File: src/hdl/cpw_pkg.sv
// Constants, register map and carrier types for the PWM timer block
package cpw_pkg;

  // ---------------------------------------------------------------
  // Bus and register map
  // ---------------------------------------------------------------
  localparam int ADDR_W = 6;
  localparam logic [5:0] OFF_COUNTER = 6'h00;
  localparam logic [5:0] OFF_LIMIT = 6'h04;
  localparam logic [5:0] OFF_TCTRL = 6'h08;
  localparam logic [5:0] OFF_C1_BUF = 6'h0c;
  localparam logic [5:0] OFF_C1_ACT = 6'h10;
  localparam logic [5:0] OFF_C1_CTRL = 6'h14;
  localparam logic [5:0] OFF_C2_BUF = 6'h18;
  localparam logic [5:0] OFF_C2_ACT = 6'h1c;
  localparam logic [5:0] OFF_C2_CTRL = 6'h20;
  localparam logic [1:0] RESP_OKAY = 2'h0;
  localparam logic [1:0] RESP_SLVERR = 2'h2;

  // ---------------------------------------------------------------
  // Field positions and values
  // ---------------------------------------------------------------
  localparam int TC_PS_LSB = 0;
  localparam int TC_RUN_BIT = 2;
  localparam int TC_POST_LSB = 3;
  localparam int CC_MODE_LSB = 0;
  localparam int CC_DLO_LSB = 4;
  localparam logic [3:0] MODE_OFF = 4'h0;
  localparam logic [1:0] MODE_PWM_HI = 2'h3;
  localparam logic [7:0] C2_CTRL_MASK = 8'h3f;
  localparam logic [3:0] PS_MAX_1 = 4'h0;
  localparam logic [3:0] PS_MAX_4 = 4'h3;
  localparam logic [3:0] PS_MAX_16 = 4'hf;
  localparam logic [7:0] RST_LIMIT = 8'hff;

  // ---------------------------------------------------------------
  // Timing
  // ---------------------------------------------------------------
  localparam int CLK_NS = 40;
  localparam int TCY_NS = 40;
  localparam int TCY_CYCLES = (TCY_NS + CLK_NS - 1) / CLK_NS;

  // ---------------------------------------------------------------
  // Types
  // ---------------------------------------------------------------
  typedef enum logic [1:0] {PS_DIV1 = 2'h0, PS_DIV4 = 2'h1, PS_DIV16 = 2'h2, PS_DIV16B = 2'h3} cpw_ps_type;

  typedef struct packed {
    logic awvalid;
    logic [ADDR_W-1:0] awaddr;
    logic wvalid;
    logic [31:0] wdata;
    logic [3:0] wstrb;
    logic bready;
    logic arvalid;
    logic [ADDR_W-1:0] araddr;
    logic rready;
  } cpw_axi_req_type;

  typedef struct packed {
    logic awready;
    logic wready;
    logic bvalid;
    logic [1:0] bresp;
    logic arready;
    logic rvalid;
    logic [31:0] rdata;
    logic [1:0] rresp;
  } cpw_axi_rsp_type;

  typedef struct packed {
    cpw_axi_rsp_type rsp;
    logic aw_full;
    logic [ADDR_W-1:0] aw_addr;
    logic w_full;
    logic [7:0] w_data;
    logic w_strb0;
    logic [7:0] counter;
    logic [7:0] limit;
    logic [6:0] tctrl;
    logic [3:0] presc;
    logic [1:0][7:0] dbuf;
    logic [1:0][7:0] dact;
    logic [1:0][1:0] dlat;
    logic [1:0][7:0] cctrl;
    logic [1:0] out;
    logic sd_meta;
    logic sd_s2;
    logic sd_s3;
    logic sd_q;
  } cpw_state_type;

  localparam cpw_state_type ST_RESET = '{limit: RST_LIMIT, default: '0};

endpackage

File: src/hdl/cpw_top.sv
// Two-channel PWM generator on an 8-bit period timer with AXI4-Lite registers
//
// Implementation choices: the AXI4-Lite slave port and the placing of the registers.
`timescale 1ns/1ps
`default_nettype none

module cpw_top (
  input wire logic aclk,
  input wire logic aresetn,
  input wire cpw_pkg::cpw_axi_req_type axi_req,
  output cpw_pkg::cpw_axi_rsp_type axi_rsp,
  input wire logic shutdown_in,
  output logic [1:0] pwm_output_pin
);

  // ---------------------------------------------------------------
  // State and derived terms
  // ---------------------------------------------------------------
  cpw_pkg::cpw_state_type st_q;
  cpw_pkg::cpw_state_type st_d;

  cpw_pkg::cpw_ps_type ps_sel;
  logic [3:0] ps_max;
  logic timer_run;
  logic tick;
  logic roll;
  logic wr_go;
  logic wr_en;
  logic [1:0] pwm_on;
  logic [1:0] chan_off;
  logic [1:0] match;
  logic [1:0][9:0] duty_next;
  logic [7:0] cnt_nx;
  logic [3:0] presc_nx;

  assign ps_sel = cpw_pkg::cpw_ps_type'(st_q.tctrl[cpw_pkg::TC_PS_LSB +: 2]);
  assign timer_run = st_q.tctrl[cpw_pkg::TC_RUN_BIT];
  // Postscale bits are stored for software only; nothing here reads them
  assign ps_max = (ps_sel == cpw_pkg::PS_DIV1) ? cpw_pkg::PS_MAX_1 :
                  (ps_sel == cpw_pkg::PS_DIV4) ? cpw_pkg::PS_MAX_4 : cpw_pkg::PS_MAX_16;
  // At or past the limit, so a smaller prescale chosen mid-count never stalls the count
  assign tick = timer_run && (st_q.presc >= ps_max);
  assign roll = tick && (st_q.counter == st_q.limit);
  assign cnt_nx = roll ? 8'h00 : (tick ? st_q.counter + 8'h01 : st_q.counter);
  assign presc_nx = tick ? 4'h0 : (timer_run ? st_q.presc + 4'h1 : st_q.presc);
  assign wr_go = st_q.aw_full && st_q.w_full && !st_q.rsp.bvalid;
  assign wr_en = wr_go && st_q.w_strb0;

  // ---------------------------------------------------------------
  // Duty comparison per channel
  // ---------------------------------------------------------------
  // At divide-by-one there is no sub-cycle phase to compare against, so the
  // two low duty bits are ignored there and resolution drops to eight bits.
  for (genvar i = 0; i < 2; i++) begin : g_cmp
    logic [1:0] sub;
    assign pwm_on[i] = (st_q.cctrl[i][3:2] == cpw_pkg::MODE_PWM_HI);
    assign chan_off[i] = (st_q.cctrl[i][cpw_pkg::CC_MODE_LSB +: 4] == cpw_pkg::MODE_OFF);
    assign duty_next[i] = {st_q.dbuf[i], st_q.cctrl[i][cpw_pkg::CC_DLO_LSB +: 2]};
    assign sub = (ps_sel == cpw_pkg::PS_DIV4) ? presc_nx[1:0] :
                 (ps_sel == cpw_pkg::PS_DIV1) ? st_q.dlat[i] : presc_nx[3:2];
    // A duty past the period end never equals the count, so the pin stays high
    // Compared with the count after this edge, so the registered pin falls as the count reaches the duty
    assign match[i] = ({st_q.dact[i], st_q.dlat[i]} == {cnt_nx, sub});
  end

  // ---------------------------------------------------------------
  // Next state
  // ---------------------------------------------------------------
  always_comb begin
    st_d = st_q;

    // Write address and data are taken independently, in either order
    if (st_q.rsp.awready && axi_req.awvalid) begin
      st_d.aw_full = 1'b1;
      st_d.aw_addr = axi_req.awaddr;
    end
    if (st_q.rsp.wready && axi_req.wvalid) begin
      st_d.w_full = 1'b1;
      st_d.w_data = axi_req.wdata[7:0];
      st_d.w_strb0 = axi_req.wstrb[0];
    end
    if (st_q.rsp.bvalid && axi_req.bready) begin
      st_d.rsp.bvalid = 1'b0;
    end
    if (wr_go) begin
      st_d.aw_full = 1'b0;
      st_d.w_full = 1'b0;
      st_d.rsp.bvalid = 1'b1;
      case (st_q.aw_addr)
        cpw_pkg::OFF_COUNTER, cpw_pkg::OFF_LIMIT, cpw_pkg::OFF_TCTRL, cpw_pkg::OFF_C1_BUF,
        cpw_pkg::OFF_C1_ACT, cpw_pkg::OFF_C1_CTRL, cpw_pkg::OFF_C2_BUF, cpw_pkg::OFF_C2_ACT,
        cpw_pkg::OFF_C2_CTRL: st_d.rsp.bresp = cpw_pkg::RESP_OKAY;
        default: st_d.rsp.bresp = cpw_pkg::RESP_SLVERR;
      endcase
    end

    // Read path: one read under way, answered the cycle after the address
    if (st_q.rsp.rvalid && axi_req.rready) begin
      st_d.rsp.rvalid = 1'b0;
    end
    if (st_q.rsp.arready && axi_req.arvalid) begin
      st_d.rsp.rvalid = 1'b1;
      st_d.rsp.rresp = cpw_pkg::RESP_OKAY;
      case (axi_req.araddr)
        cpw_pkg::OFF_COUNTER: st_d.rsp.rdata = {24'h000000, st_q.counter};
        cpw_pkg::OFF_LIMIT: st_d.rsp.rdata = {24'h000000, st_q.limit};
        cpw_pkg::OFF_TCTRL: st_d.rsp.rdata = {25'h0000000, st_q.tctrl};
        cpw_pkg::OFF_C1_BUF: st_d.rsp.rdata = {24'h000000, st_q.dbuf[0]};
        cpw_pkg::OFF_C1_ACT: st_d.rsp.rdata = {24'h000000, st_q.dact[0]};
        cpw_pkg::OFF_C1_CTRL: st_d.rsp.rdata = {24'h000000, st_q.cctrl[0]};
        cpw_pkg::OFF_C2_BUF: st_d.rsp.rdata = {24'h000000, st_q.dbuf[1]};
        cpw_pkg::OFF_C2_ACT: st_d.rsp.rdata = {24'h000000, st_q.dact[1]};
        cpw_pkg::OFF_C2_CTRL: st_d.rsp.rdata = {24'h000000, st_q.cctrl[1]};
        default: begin
          st_d.rsp.rdata = 32'h00000000;
          st_d.rsp.rresp = cpw_pkg::RESP_SLVERR;
        end
      endcase
    end

    // Time base: prescaler then period counter
    if (tick) begin
      st_d.presc = 4'h0;
      st_d.counter = roll ? 8'h00 : st_q.counter + 8'h01;
    end else if (timer_run) begin
      st_d.presc = st_q.presc + 4'h1;
    end

    // Output stages
    for (int i = 0; i < 2; i++) begin
      if (chan_off[i]) begin
        st_d.out[i] = 1'b0;
        st_d.dact[i] = 8'h00;
        st_d.dlat[i] = 2'h0;
      end else if (pwm_on[i]) begin
        if (roll) begin
          st_d.dact[i] = st_q.dbuf[i];
          st_d.dlat[i] = st_q.cctrl[i][cpw_pkg::CC_DLO_LSB +: 2];
          st_d.out[i] = (duty_next[i] != 10'h000);
        end else if (match[i]) begin
          st_d.out[i] = 1'b0;
        end
      end else begin
        st_d.out[i] = 1'b0;
      end
    end
    if (st_q.sd_q) begin
      st_d.out[0] = 1'b0;
    end

    // Software writes win over the timer for the same register, except active-duty writes, which are dropped in PWM mode
    if (wr_en) begin
      case (st_q.aw_addr)
        cpw_pkg::OFF_COUNTER: begin
          st_d.counter = st_q.w_data;
          st_d.presc = 4'h0;
        end
        cpw_pkg::OFF_LIMIT: st_d.limit = st_q.w_data;
        cpw_pkg::OFF_TCTRL: st_d.tctrl = st_q.w_data[6:0];
        cpw_pkg::OFF_C1_BUF: st_d.dbuf[0] = st_q.w_data;
        cpw_pkg::OFF_C1_ACT: begin
          if (!pwm_on[0]) begin
            st_d.dact[0] = st_q.w_data;
          end
        end
        cpw_pkg::OFF_C1_CTRL: st_d.cctrl[0] = st_q.w_data;
        cpw_pkg::OFF_C2_BUF: st_d.dbuf[1] = st_q.w_data;
        cpw_pkg::OFF_C2_ACT: begin
          if (!pwm_on[1]) begin
            st_d.dact[1] = st_q.w_data;
          end
        end
        cpw_pkg::OFF_C2_CTRL: st_d.cctrl[1] = st_q.w_data & cpw_pkg::C2_CTRL_MASK;
        default: st_d.limit = st_q.limit;
      endcase
    end

    // Shutdown pin: three stages, a change counts once stages two and three agree
    st_d.sd_meta = shutdown_in;
    st_d.sd_s2 = st_q.sd_meta;
    st_d.sd_s3 = st_q.sd_s2;
    if (st_q.sd_s2 == st_q.sd_s3) begin
      st_d.sd_q = st_q.sd_s3;
    end

    // Ready terms follow from the next occupancy so they stay registered
    st_d.rsp.awready = !st_d.aw_full && !st_d.rsp.bvalid;
    st_d.rsp.wready = !st_d.w_full && !st_d.rsp.bvalid;
    st_d.rsp.arready = !st_d.rsp.rvalid;
  end

  always_ff @(posedge aclk) begin
    if (!aresetn) begin
      st_q <= cpw_pkg::ST_RESET;
    end else begin
      st_q <= st_d;
    end
  end

  assign axi_rsp = st_q.rsp;
  assign pwm_output_pin = st_q.out;
endmodule

`default_nettype wire

File: config.mk
export PLATFORM = sky130hd
export DESIGN_NAME = cpw_top
export DESIGN_NICKNAME = d
export VERILOG_FILES = /design/src/hdl/cpw_pkg.sv /design/src/hdl/cpw_top.sv
export SDC_FILE = /design/constraint.sdc
export NUM_CORES = 1
export LEC_CHECK = 0
export ABC_AREA = 1
export BUFFER_PORTS_ARGS = -buffer_cell sky130_fd_sc_hd__buf_2
export CORE_MARGIN = 4
export CORE_UTILIZATION = 30
export DETAILED_ROUTE_END_ITERATION = 8
export SYNTH_ARGS = -nofsm -noshare
export SYNTH_HDL_FRONTEND = slang
export SYNTH_SLANG_ARGS = --single-unit
export TNS_END_PERCENT = 1
File: constraint.sdc
create_clock -name aclk -period 7.11 [get_ports aclk]
set_clock_uncertainty 0.15 [all_clocks]
set_input_delay 0.711 -clock aclk [delete_from_list [all_inputs] [get_ports aclk]]
set_output_delay 0.711 -clock aclk [all_outputs]
set_load 0.01 [all_outputs]
==> report_table.html, run 1 <==
<table>
<tr><th>Metric</th><th>Value</th></tr>
<tr><th colspan="2">Status</th></tr>
<tr><td>Status</td><td>finished clean</td></tr>
<tr><th colspan="2">Worst hold path</th></tr>
<tr><td>Hold Path Stages</td><td>2</td></tr>
<tr><td>Type of the most critical hold path</td><td>register to register</td></tr>
<tr><th colspan="2">Drt</th></tr>
<tr><td>Number of DRC violations after detailed-routing iteration 0</td><td>slightly above 400</td></tr>
<tr><td>Length of the first detailed-routing pass in iterations</td><td>5</td></tr>
<tr><td>Antenna viol nets, final</td><td>0</td></tr>
<tr><td>Drt via density</td><td>approximately 4.8</td></tr>
<tr><td>Via count of the routed design</td><td>5,770</td></tr>
<tr><td>Total length of routed wires</td><td>about 18,000 um</td></tr>
<tr><td>Drt wl/cell</td><td>about 15 um</td></tr>
<tr><td>DRC errors left</td><td>0</td></tr>
<tr><th colspan="2">Global route</th></tr>
<tr><td>Overall track demand over capacity in global routing</td><td>15.3%</td></tr>
<tr><td>Congestion Overflow GR</td><td>0</td></tr>
<tr><td>Vias in the first global route</td><td>between 5,000 and 6,000</td></tr>
<tr><td>Maximum number of pins on one net before global-route repair</td><td>between 70 and 80</td></tr>
<tr><td>Initial antenna violation count</td><td>0</td></tr>
<tr><td>Global-route wire length before repair</td><td>between 20,000 and 30,000 um</td></tr>
<tr><th colspan="2">Setup path</th></tr>
<tr><td>Critical path capture point type</td><td>register</td></tr>
<tr><td>Kind of start point of the critical path</td><td>register</td></tr>
<tr><td>Path depth of the worst reg2reg path</td><td>15</td></tr>
<tr><td>Critical path data required time</td><td>7.26 ns</td></tr>
<tr><td>Type of the worst setup path</td><td>register to register</td></tr>
<tr><td>Worst-path fanout max</td><td>20</td></tr>
<tr><td>Endpoint arrival time on the critical path</td><td>around 3.7 ns</td></tr>
<tr><th colspan="2">Final layout</th></tr>
<tr><td>Final standard cell count with taps included and fillers excluded</td><td>about 1,200</td></tr>
<tr><td>Fraction of the core area covered by cells at the end of the flow</td><td>34.7%</td></tr>
<tr><td>Syn-to-layout area delta</td><td>12.8%</td></tr>
<tr><td>Proportion of layout cells with a drive suffix above 1</td><td>around a tenth</td></tr>
<tr><td>Area of combinational cells with multiple inputs</td><td>between 3000 and 4000 um2</td></tr>
<tr><td>Filler instances</td><td>roughly 2,200</td></tr>
<tr><td>Final-stage net count</td><td>between 900 and 1,000</td></tr>
<tr><td>Seq. cell area</td><td>between 2000 and 2500 um2</td></tr>
<tr><td>Number of antenna diodes</td><td>0</td></tr>
<tr><th colspan="2">CTS</th></tr>
<tr><td>Post-CTS setup buffer count</td><td>0</td></tr>
<tr><td>Post-CTS sizing</td><td>0</td></tr>
<tr><td>Maximum root-to-sink buffer count</td><td>2</td></tr>
<tr><td>Clock-pin slew on the worst setup and hold paths</td><td>roughly 0.06 ns</td></tr>
<tr><td>CTS root buffer</td><td>sky130_fd_sc_hd__clkbuf_16</td></tr>
<tr><td>CTS sink count</td><td>115</td></tr>
<tr><td>Quantity of hold-fixing buffers added after cts</td><td>0</td></tr>
<tr><td>Skew-Pair Late Insertion Delay</td><td>0.42 ns</td></tr>
<tr><td># H-tree levels</td><td>4</td></tr>
<tr><td>Clock tree from TritonCTS</td><td>built</td></tr>
<tr><td>TritonCTS Buffers</td><td>17</td></tr>
<tr><th colspan="2">STA</th></tr>
<tr><td>Max_slew headroom</td><td>36.1%</td></tr>
<tr><td>Post-Route Hold Slack</td><td>0.294 ns</td></tr>
<tr><td>Share of the clock period used by the worst path after layout</td><td>about half</td></tr>
<tr><td>Final critical delay including setup and external delays</td><td>3.55 ns</td></tr>
<tr><td>Final total negative setup slack</td><td>0 ns</td></tr>
<tr><td>Max Freq</td><td>0.282 GHz</td></tr>
<tr><td>Setup repair after global routing missed its margin</td><td>no</td></tr>
<tr><td>Setup-failing EPs final</td><td>0</td></tr>
<tr><td>Slew of the pin with the lowest slew margin</td><td>roughly 0.96 ns</td></tr>
<tr><td>Max-slew violation total from the final report</td><td>0</td></tr>
<tr><td>Final number of hold-violating endpoints</td><td>0</td></tr>
<tr><th colspan="2">Floorplanning</th></tr>
<tr><td>Die Outline Area</td><td>23,400 um2</td></tr>
<tr><td>Horizontal die dimension</td><td>~150 um</td></tr>
<tr><td>Effective utilization at floorplan</td><td>a little under a third</td></tr>
<tr><td>Top-level port count</td><td>99</td></tr>
<tr><td>Number of placement rows</td><td>52</td></tr>
<tr><td>Area of the core</td><td>just over 20,000 um2</td></tr>
<tr><td>Height of the die</td><td>about 150 um</td></tr>
<tr><th colspan="2">Yosys</th></tr>
<tr><td>Post-synth EDFFs</td><td>0</td></tr>
<tr><td>Area fraction of the dominant cell type after synthesis</td><td>36.6%</td></tr>
<tr><td>Cell type contributing the most total cell area after synthesis</td><td>sky130_fd_sc_hd__dfxtp_1</td></tr>
<tr><td>Mean post-synth cell area</td><td>6.96 um2</td></tr>
<tr><td>Part of the Yosys area used for sequential elements</td><td>36.6%</td></tr>
<tr><td>Post-synthesis instance area</td><td>between 6000 and 7000 um2</td></tr>
<tr><td>Yosys reg bits</td><td>around 120</td></tr>
<tr><td>Leading cell types by total area after synthesis</td><td>sky130_fd_sc_hd__dfxtp_1 (37%), sky130_fd_sc_hd__nand2_1 (11%), sky130_fd_sc_hd__inv_1 (7.4%), sky130_fd_sc_hd__nor2_1 (6.7%), sky130_fd_sc_hd__buf_4 (5.8%)</td></tr>
<tr><td>Primary flip-flop cell chosen by synthesis mapping</td><td>sky130_fd_sc_hd__dfxtp_1</td></tr>
<tr><td>Number of instances in the synthesized netlist</td><td>904</td></tr>
<tr><td>Number of distinct standard cells referenced by the synthesized netlist</td><td>40</td></tr>
<tr><td>Count of warnings emitted by yosys</td><td>0</td></tr>
<tr><td>Share of async-settable or async-resettable flops after synthesis</td><td>0%</td></tr>
<tr><th colspan="2">Run</th></tr>
<tr><td>Max-cap viol count</td><td>0</td></tr>
<tr><th colspan="2">Power</th></tr>
<tr><td>Max IR drop VDD</td><td>around 0.16 mV</td></tr>
<tr><td>Overall Power</td><td>1.63 mW</td></tr>
<tr><td>Pleak</td><td>between 3 and 4 nW</td></tr>
<tr><td>Power per unit of standard cell area</td><td>230 nW/um2</td></tr>
<tr><th colspan="2">Placement</th></tr>
<tr><td>Final weighted congestion in routability-driven placement</td><td>approximately 0.93</td></tr>
<tr><td>IO buf count</td><td>45</td></tr>
<tr><td>Placed cell count</td><td>approximately 1,200</td></tr>
<tr><td>HPWL after detailed placement</td><td>around 13,000 um</td></tr>
</table>
-- cell usage in the layout (no fill, tap or decap), types with 5 or more instances in the layout --
cell type                   synthesis  final
sky130_fd_sc_hd__nand2_1          190    190
sky130_fd_sc_hd__inv_1            124    123
sky130_fd_sc_hd__dfxtp_1          115    115
sky130_fd_sc_hd__nor2_1           113    113
sky130_fd_sc_hd__a21oi_1           56     56
sky130_fd_sc_hd__buf_2              7     45
sky130_fd_sc_hd__nand3_1           44     44
sky130_fd_sc_hd__a211oi_1          39     39
sky130_fd_sc_hd__o21ai_0           34     34
sky130_fd_sc_hd__o211ai_1          27     27
sky130_fd_sc_hd__conb_1             1     26
sky130_fd_sc_hd__nand4_1           21     21
sky130_fd_sc_hd__clkbuf_16          0     17
sky130_fd_sc_hd__o22ai_1           12     12
sky130_fd_sc_hd__a221oi_1           7      7
sky130_fd_sc_hd__ha_1               6      6
sky130_fd_sc_hd__o2111ai_1          5      5
sky130_fd_sc_hd__clkinv_4           0      5
-- through the flow --
step | cell area [um2] | worst slack [ns]
after floorplan | 6390 | 4.80
after global placement | 6480 | 3.53
after detailed placement | 6480 | 3.54
after CTS | 7100 | 3.54
after global routing | 7100 | 3.26
final | 7100 | 3.56
-- layer usage --
layer	up-vias	part of all wire, %	GRT usage [%]
li1	2990	-	-
met2	197	44	23.5
met4	0	3.2	6.11
met3	31	7.0	3.25
met1	2552	46	20.9
met5	-	0	0
-- report_power, final --
part	total [mW]	switching (mW)	internal, mW
clock network	0.887	0.323	0.563
registers	0.669	0.0133	0.656
logic	0.0750	0.0546	0.0204
total	1.63	0.391	1.24
-- cell families after synthesis --
logic type / count (synthesis) / synth area share, %
AND/OR/NAND/NOR: 388 / 27.0
other: 1 / 0.0596
adder cells (fa/ha/maj): 6 / 1.19
flip-flops: 115 / 36.6
buffers and inverters: 199 / 15.2
XOR/XNOR: 7 / 0.974
multiplexers: 1 / 0.179
AO/OA/AOI/OAI: 187 / 18.8
-- final timing paths --
| check | startpoint | to | slack (ns) |
|---|---|---|---|
| max | ps_sel[1] | pwm_output_pin[0] | 3.56 |
| min | st_d[1] | st_q[1] | 0.29 |
| max reg2reg | ps_sel[1] | pwm_output_pin[0] | 3.56 |
| min reg2reg | st_d[1] | st_q[1] | 0.29 |
-- cells in the mapped netlist, types with 2 or more instances --
library cell / n
sky130_fd_sc_hd__nand2_1: 190
sky130_fd_sc_hd__inv_1: 124
sky130_fd_sc_hd__dfxtp_1: 115
sky130_fd_sc_hd__nor2_1: 113
sky130_fd_sc_hd__a21oi_1: 56
sky130_fd_sc_hd__buf_4: 49
sky130_fd_sc_hd__nand3_1: 44
sky130_fd_sc_hd__a211oi_1: 39
sky130_fd_sc_hd__o21ai_0: 34
sky130_fd_sc_hd__o211ai_1: 27
sky130_fd_sc_hd__nand4_1: 21
sky130_fd_sc_hd__clkbuf_1: 13
sky130_fd_sc_hd__o22ai_1: 12
sky130_fd_sc_hd__a221oi_1: 7
sky130_fd_sc_hd__buf_2: 7
sky130_fd_sc_hd__ha_1: 6
sky130_fd_sc_hd__o2111ai_1: 5
sky130_fd_sc_hd__nor3_1: 4
sky130_fd_sc_hd__xor2_1: 4
sky130_fd_sc_hd__inv_2: 3
sky130_fd_sc_hd__o41ai_1: 3
sky130_fd_sc_hd__xnor2_1: 3
sky130_fd_sc_hd__a21oi_2: 2
sky130_fd_sc_hd__buf_6: 2
sky130_fd_sc_hd__nor2_2: 2
sky130_fd_sc_hd__nor2_4: 2
sky130_fd_sc_hd__nor3_4: 2
sky130_fd_sc_hd__nor4_1: 2
sky130_fd_sc_hd__nor4_4: 2
-- layout make-up --
cell class / instances / share of cell area, %
Inverter: 127 / 6.72
Tap cell: 270 / 4.76
Clock inverter: 14 / 2.52
Multi-Input combinational cell: 615 / 44.1
Clock buffer: 18 / 6.19
Sequential cell: 115 / 32.4
Timing Repair Buffer: 46 / 3.28
-- worst max-delay path, cell delays in order, from the launching register on --
cell,delay (ns)
sky130_fd_sc_hd__dfxtp_1,0.38
sky130_fd_sc_hd__nor2_1,0.28
sky130_fd_sc_hd__inv_1,0.14
sky130_fd_sc_hd__ha_1,0.29
sky130_fd_sc_hd__nand4_1,0.09
sky130_fd_sc_hd__nand3_1,0.16
sky130_fd_sc_hd__nand2_1,0.56
sky130_fd_sc_hd__inv_2,0.24
sky130_fd_sc_hd__nand2_4,0.31
sky130_fd_sc_hd__nand3_1,0.20
sky130_fd_sc_hd__nand2_1,0.09
sky130_fd_sc_hd__nand2_1,0.05
sky130_fd_sc_hd__nor2_1,0.22
sky130_fd_sc_hd__nand3_1,0.13
sky130_fd_sc_hd__nand2_1,0.09
sky130_fd_sc_hd__a21oi_2,0.04
-- state kept, by name, summed over array words and instances (netlist names) --
| signal | cells |
|---|---|
| ps_sel | 2 |
| axi_rsp | 15 |
| pwm_output_pin | 2 |
| duty_next | 20 |
| st_d | 2 |
| st_q | 74 |
(Power assumes the default switching activity.)
==> inputs of run 2 (changes only) <==
ABC_AREA = 0   (was 1)
clock period = 3.66 ns   (was 7.11 ns; I/O delays follow)
==> run 2 against run 1 <==
Net effect:
- global-route usage shrank 0.56 points
- critical endpoint is now pwm_output_pin[1]
- setup slack lost 3.1 ns
- non-clock buffer count grew 10
- sequential cell count is the same
- design area grew 5.3%
- synthesized area grew 5.7%
==> report_table.html, run 2 <==
<table>
<tr><th>Metric</th><th>Value</th></tr>
<tr><th colspan="2">CTS</th></tr>
<tr><td>Clock tree from TritonCTS</td><td>built (unchanged)</td></tr>
<tr><td>Maximum root-to-sink buffer count</td><td>2 (unchanged)</td></tr>
<tr><td>CTS root buffer</td><td>sky130_fd_sc_hd__clkbuf_16 (unchanged)</td></tr>
<tr><td>Clock-pin slew on the worst setup and hold paths</td><td>0.05 ns (was 0.06 ns)</td></tr>
<tr><td># H-tree levels</td><td>4 (unchanged)</td></tr>
<tr><td>CTS sink count</td><td>115 (unchanged)</td></tr>
<tr><td>Skew-Pair Late Insertion Delay</td><td>0.42 ns (about the same)</td></tr>
<tr><td>Post-CTS setup buffer count</td><td>0 (unchanged)</td></tr>
<tr><td>TritonCTS Buffers</td><td>17 (unchanged)</td></tr>
<tr><th colspan="2">STA</th></tr>
<tr><td>Worst Slack Setup Final</td><td>0.500 ns (was 3.56 ns)</td></tr>
<tr><td>Max Freq</td><td>0.316 GHz (was 0.282 GHz)</td></tr>
<tr><td>Final number of hold-violating endpoints</td><td>0 (unchanged)</td></tr>
<tr><td>Share of the clock period used by the worst path after layout</td><td>86.3% (was 49.9%)</td></tr>
<tr><td>Setup-failing EPs final</td><td>0 (unchanged)</td></tr>
<tr><td>Max_slew headroom</td><td>38.7% (was 36.1%)</td></tr>
<tr><td>Final total negative setup slack</td><td>0 ns (unchanged)</td></tr>
<tr><td>Slew of the pin with the lowest slew margin</td><td>0.912 ns (was 0.955 ns)</td></tr>
<tr><td>Setup repair after global routing missed its margin</td><td>no (unchanged)</td></tr>
<tr><td>Final critical delay including setup and external delays</td><td>3.16 ns (was 3.55 ns)</td></tr>
<tr><td>Max-slew violation total from the final report</td><td>0 (unchanged)</td></tr>
<tr><th colspan="2">Floorplanning</th></tr>
<tr><td>Area of the core</td><td>21,800 um2 (was 20,400 um2)</td></tr>
<tr><td>Horizontal die dimension</td><td>157 um (was 153 um)</td></tr>
<tr><td>Top-level port count</td><td>99 (unchanged)</td></tr>
<tr><td>Height of the die</td><td>157 um (was 153 um)</td></tr>
<tr><td>Die Outline Area</td><td>24,600 um2 (was 23,400 um2)</td></tr>
<tr><td>Effective utilization at floorplan</td><td>30.5% (was 30.8%)</td></tr>
<tr><td>Number of placement rows</td><td>54 (was 52)</td></tr>
<tr><th colspan="2">Yosys</th></tr>
<tr><td>Post-synth top cells</td><td>sky130_fd_sc_hd__dfxtp_1 (115), sky130_fd_sc_hd__nand2_1 (94), sky130_fd_sc_hd__mux2i_1 (68), sky130_fd_sc_hd__nor2b_1 (46), sky130_fd_sc_hd__buf_4 (45) (was sky130_fd_sc_hd__nand2_1 (190), sky130_fd_sc_hd__inv_1 (124), sky130_fd_sc_hd__dfxtp_1 (115), sky130_fd_sc_hd__nor2_1 (113), sky130_fd_sc_hd__a21oi_1 (56))</td></tr>
<tr><td>Leading cell type by number of instances after synthesis</td><td>sky130_fd_sc_hd__dfxtp_1 (was sky130_fd_sc_hd__nand2_1)</td></tr>
<tr><td>Primary flip-flop cell chosen by synthesis mapping</td><td>sky130_fd_sc_hd__dfxtp_1 (unchanged)</td></tr>
<tr><td>Part of the Yosys area used for sequential elements</td><td>34.6% (was 36.6%)</td></tr>
<tr><td>Mean post-synth cell area</td><td>8.87 um2 (was 6.96 um2)</td></tr>
<tr><td>Share of async-settable or async-resettable flops after synthesis</td><td>0% (unchanged)</td></tr>
<tr><td>Cell type contributing the most total cell area after synthesis</td><td>sky130_fd_sc_hd__dfxtp_1 (unchanged)</td></tr>
<tr><td>Count of warnings emitted by yosys</td><td>0 (unchanged)</td></tr>
<tr><td>Number of instances in the synthesized netlist</td><td>750 (was 904)</td></tr>
<tr><td>Post-synth EDFFs</td><td>0 (unchanged)</td></tr>
<tr><td>Yosys reg bits</td><td>115 (unchanged)</td></tr>
<tr><td>Leading cell types by total area after synthesis</td><td>sky130_fd_sc_hd__dfxtp_1 (35%), sky130_fd_sc_hd__mux2i_1 (10%), sky130_fd_sc_hd__nand2_1 (5.3%), sky130_fd_sc_hd__buf_4 (5.1%), sky130_fd_sc_hd__nor2b_1 (4.3%) (was sky130_fd_sc_hd__dfxtp_1 (37%), sky130_fd_sc_hd__nand2_1 (11%), sky130_fd_sc_hd__inv_1 (7.4%), sky130_fd_sc_hd__nor2_1 (6.7%), sky130_fd_sc_hd__buf_4 (5.8%))</td></tr>
<tr><td>Number of distinct standard cells referenced by the synthesized netlist</td><td>71 (was 40)</td></tr>
<tr><td>Area fraction of the dominant cell type after synthesis</td><td>34.6% (was 36.6%)</td></tr>
<tr><td>Post-synthesis instance area</td><td>6650 um2 (was 6290 um2)</td></tr>
<tr><th colspan="2">Final layout</th></tr>
<tr><td>Syn-to-layout area delta</td><td>12.4% (was 12.8%)</td></tr>
<tr><td>Final instance area</td><td>7470 um2 (was 7100 um2)</td></tr>
<tr><td>Proportion of layout cells with a drive suffix above 1</td><td>15.0% (was 10.5%)</td></tr>
<tr><td>Filler instances</td><td>2,275 (was 2,212)</td></tr>
<tr><td>Number of antenna diodes</td><td>0 (unchanged)</td></tr>
<tr><td>Fraction of the core area covered by cells at the end of the flow</td><td>34.2% (was 34.7%)</td></tr>
<tr><td>Number of flip-flops under the largest register name</td><td>74 (unchanged)</td></tr>
<tr><td>Highest-count cells in the layout ignoring fill and taps</td><td>sky130_fd_sc_hd__dfxtp_1 (115), sky130_fd_sc_hd__nand2_1 (94), sky130_fd_sc_hd__mux2i_1 (68), sky130_fd_sc_hd__nor2b_1 (46), sky130_fd_sc_hd__buf_2 (45) (was sky130_fd_sc_hd__nand2_1 (190), sky130_fd_sc_hd__inv_1 (123), sky130_fd_sc_hd__dfxtp_1 (115), sky130_fd_sc_hd__nor2_1 (113), sky130_fd_sc_hd__a21oi_1 (56))</td></tr>
<tr><td>Final-stage net count</td><td>825 (was 984)</td></tr>
<tr><td>Most common library cell in the layout ignoring fill and taps</td><td>sky130_fd_sc_hd__dfxtp_1 (was sky130_fd_sc_hd__nand2_1)</td></tr>
<tr><td>Largest register by flop count</td><td>st_q (unchanged)</td></tr>
<tr><th colspan="2">Global route</th></tr>
<tr><td>Congestion Overflow GR</td><td>0 (unchanged)</td></tr>
<tr><td>Initial antenna violation count</td><td>0 (unchanged)</td></tr>
<tr><td>Global-route wire length before repair</td><td>28,000 um (was 28,800 um)</td></tr>
<tr><td>Vias in the first global route</td><td>5,001 (was 5,314)</td></tr>
<tr><td>Maximum number of pins on one net before global-route repair</td><td>76 (unchanged)</td></tr>
<tr><td>Overall track demand over capacity in global routing</td><td>14.7% (was 15.3%)</td></tr>
<tr><th colspan="2">Setup path</th></tr>
<tr><td>Source of the critical timing path</td><td>ps_sel[1] (unchanged)</td></tr>
<tr><td>Type of the worst setup path</td><td>register to register (unchanged)</td></tr>
<tr><td>Maximum single-stage delay on the critical path</td><td>0.37 ns (was 0.56 ns)</td></tr>
<tr><td>Flop2flop setup slack</td><td>0.50 ns (was 3.56 ns)</td></tr>
<tr><td>Worst R2R Start</td><td>ps_sel[1] (unchanged)</td></tr>
<tr><td>Critical path capture point type</td><td>register (unchanged)</td></tr>
<tr><td>Critical path, cell by cell</td><td>nor2_1 -&gt; inv_1 -&gt; ha_1 -&gt; nor3b_1 -&gt; o21ai_0 -&gt; nand2_1 -&gt; buf_4 -&gt; nand4_1 -&gt; a32oi_1 -&gt; o2111ai_1 -&gt; nor4_2 -&gt; o22ai_1 (was nor2_1 -&gt; inv_1 -&gt; ha_1 -&gt; nand4_1 -&gt; nand3_1 -&gt; nand2_1 -&gt; inv_2 -&gt; nand2_4 -&gt; nand3_1 -&gt; nand2_1 -&gt; nand2_1 -&gt; nor2_1 -&gt; nand3_1 -&gt; nand2_1 -&gt; a21oi_2)</td></tr>
<tr><td>Worst setup path endpoint</td><td>pwm_output_pin[1] (was pwm_output_pin[0])</td></tr>
<tr><td>Path depth of the worst reg2reg path</td><td>12 (was 15)</td></tr>
<tr><td>Reg-to-Reg End</td><td>pwm_output_pin[1] (was pwm_output_pin[0])</td></tr>
<tr><td>Critical path data required time</td><td>3.79 ns (was 7.26 ns)</td></tr>
<tr><td>Kind of start point of the critical path</td><td>register (unchanged)</td></tr>
<tr><td>Endpoint arrival time on the critical path</td><td>3.29 ns (was 3.70 ns)</td></tr>
<tr><td>Worst-path fanout max</td><td>12 (was 20)</td></tr>
<tr><td>Slowest stage cell, crit path</td><td>sky130_fd_sc_hd__nand2_1 (unchanged)</td></tr>
<tr><th colspan="2">Drt</th></tr>
<tr><td>Drt wl/cell</td><td>16.7 um (was 14.8 um)</td></tr>
<tr><td>Number of DRC violations after detailed-routing iteration 0</td><td>382 (was 406)</td></tr>
<tr><td>Antenna viol nets, final</td><td>0 (unchanged)</td></tr>
<tr><td>Via count of the routed design</td><td>5,266 (was 5,770)</td></tr>
<tr><td>Drt via density</td><td>5.00 (was 4.79)</td></tr>
<tr><td>DRC errors left</td><td>0 (unchanged)</td></tr>
<tr><td>Length of the first detailed-routing pass in iterations</td><td>5 (unchanged)</td></tr>
<tr><td>Total length of routed wires</td><td>17,600 um (was 17,800 um)</td></tr>
<tr><th colspan="2">Placement</th></tr>
<tr><td>Setup WS pre-CTS</td><td>0.508 ns (was 3.54 ns)</td></tr>
<tr><td>DP Area</td><td>6870 um2 (was 6480 um2)</td></tr>
<tr><td>HPWL after detailed placement</td><td>12,800 um (was 13,400 um)</td></tr>
<tr><td>Final weighted congestion in routability-driven placement</td><td>0.908 (was 0.926)</td></tr>
<tr><td>IO buf count</td><td>45 (unchanged)</td></tr>
<tr><th colspan="2">Worst hold path</th></tr>
<tr><td>Startpoint of the lowest-slack hold path</td><td>axi_req[9] (was st_d[1])</td></tr>
<tr><td>Type of the most critical hold path</td><td>primary input to register (was register to register)</td></tr>
<tr><th colspan="2">Power</th></tr>
<tr><td>Pleak</td><td>2.73 nW (was 3.04 nW)</td></tr>
<tr><td>Power per unit of standard cell area</td><td>418 nW/um2 (was 230 nW/um2)</td></tr>
<tr><td>Max IR drop VDD</td><td>0.249 mV (was 0.158 mV)</td></tr>
<tr><td>Overall Power</td><td>3.13 mW (was 1.63 mW)</td></tr>
<tr><th colspan="2">Run</th></tr>
<tr><td>Max-cap viol count</td><td>0 (unchanged)</td></tr>
<tr><th colspan="2">Status</th></tr>
<tr><td>Status</td><td>finished clean (unchanged)</td></tr>
</table>
-- run 2: changes by cell type after synthesis, moves of 17 or more --
cell	delta
sky130_fd_sc_hd__inv_1	-117
sky130_fd_sc_hd__nand2_1	-96
sky130_fd_sc_hd__nor2_1	-76
sky130_fd_sc_hd__mux2i_1	+68
sky130_fd_sc_hd__nor2b_1	+46
sky130_fd_sc_hd__a211oi_1	-37
sky130_fd_sc_hd__nand3_1	-28
sky130_fd_sc_hd__and2_1	+24
sky130_fd_sc_hd__o211ai_1	-24
sky130_fd_sc_hd__a21oi_1	-23
sky130_fd_sc_hd__o21ai_0	-21
sky130_fd_sc_hd__a21boi_0	+18
sky130_fd_sc_hd__o21ai_1	+17
-- run 2: worst min path at each step --
stage               end  slack, ns  cells after the start
4_1_cts        st_q[86]       0.03                      3
2_1_floorplan   st_d[1]       0.26                      1
3_3_place_gp    st_d[1]       0.27                      1
6_report       st_q[85]       0.05                      3
5_1_grt        st_q[88]       0.05                      3
3_5_place_dp    st_d[1]       0.27                      1
-- run 2: cell type report --
class | count | area (um2) | area share [%]
multi-input cells | 565 | 3880 | 51.9
clock buffers | 21 | 460 | 6.16
clock inverters | 9 | 131 | 1.76
inverters | 8 | 30.0 | 0.402
flip-flops and latches | 115 | 2300 | 30.8
well taps | 280 | 350 | 4.69
repair buffers | 56 | 323 | 4.32
-- run 2: cell families after synthesis --
logic type               Yosys count  synth area share (%)
AND/OR/NAND/NOR                  282                  23.4
AO/OA/AOI/OAI                    144                  14.9
flip-flops                       115                  34.6
buffers and inverters             95                  8.49
multiplexers                      78                  13.3
XOR/XNOR                          29                  4.05
adder cells (fa/ha/maj)            6                  1.13
other                              1                0.0564
-- run 2: critical path, delay by kind of cell, from the launching register on --
kind / cells / cell delay [ns]
and+or+nand+nor: 5 / 1.19
AOI/OAI and AO/OA: 4 / 0.72
buffers and inverters: 2 / 0.35
DFF: 1 / 0.35
adders and majority gates: 1 / 0.28
-- run 2: through the flow --
step | std cells | hold WS, ns
6_report | 1054 | 0.0483
5_1_grt | 1054 | 0.0531
4_1_cts | 1054 | 0.0305
3_5_place_dp | 1023 | 0.270
3_3_place_gp | 1023 | 0.266
2_1_floorplan | 775 | 0.262
-- run 2: repair_timing --
item,CTS,global route
resized for setup,0,0
hold buffers,1,0
endpoints found under the hold margin,1,0
-- run 2: per-layer routing --
layer	global-route usage (%)	vias up	routed length (um)
li1	-	2600	-
met1	19.6	2449	7990
met2	23.4	180	8060
met3	2.79	37	1030
met4	6.07	0	524
met5	0	-	0
-- run 2: where the power goes --
| group | internal (mW) | leakage, nW | switching (mW) |
|---|---|---|---|
| clock network | 1.09 | 0.281 | 0.567 |
| registers | 1.27 | 0.930 | 0.0342 |
| logic | 0.0656 | 1.52 | 0.0933 |
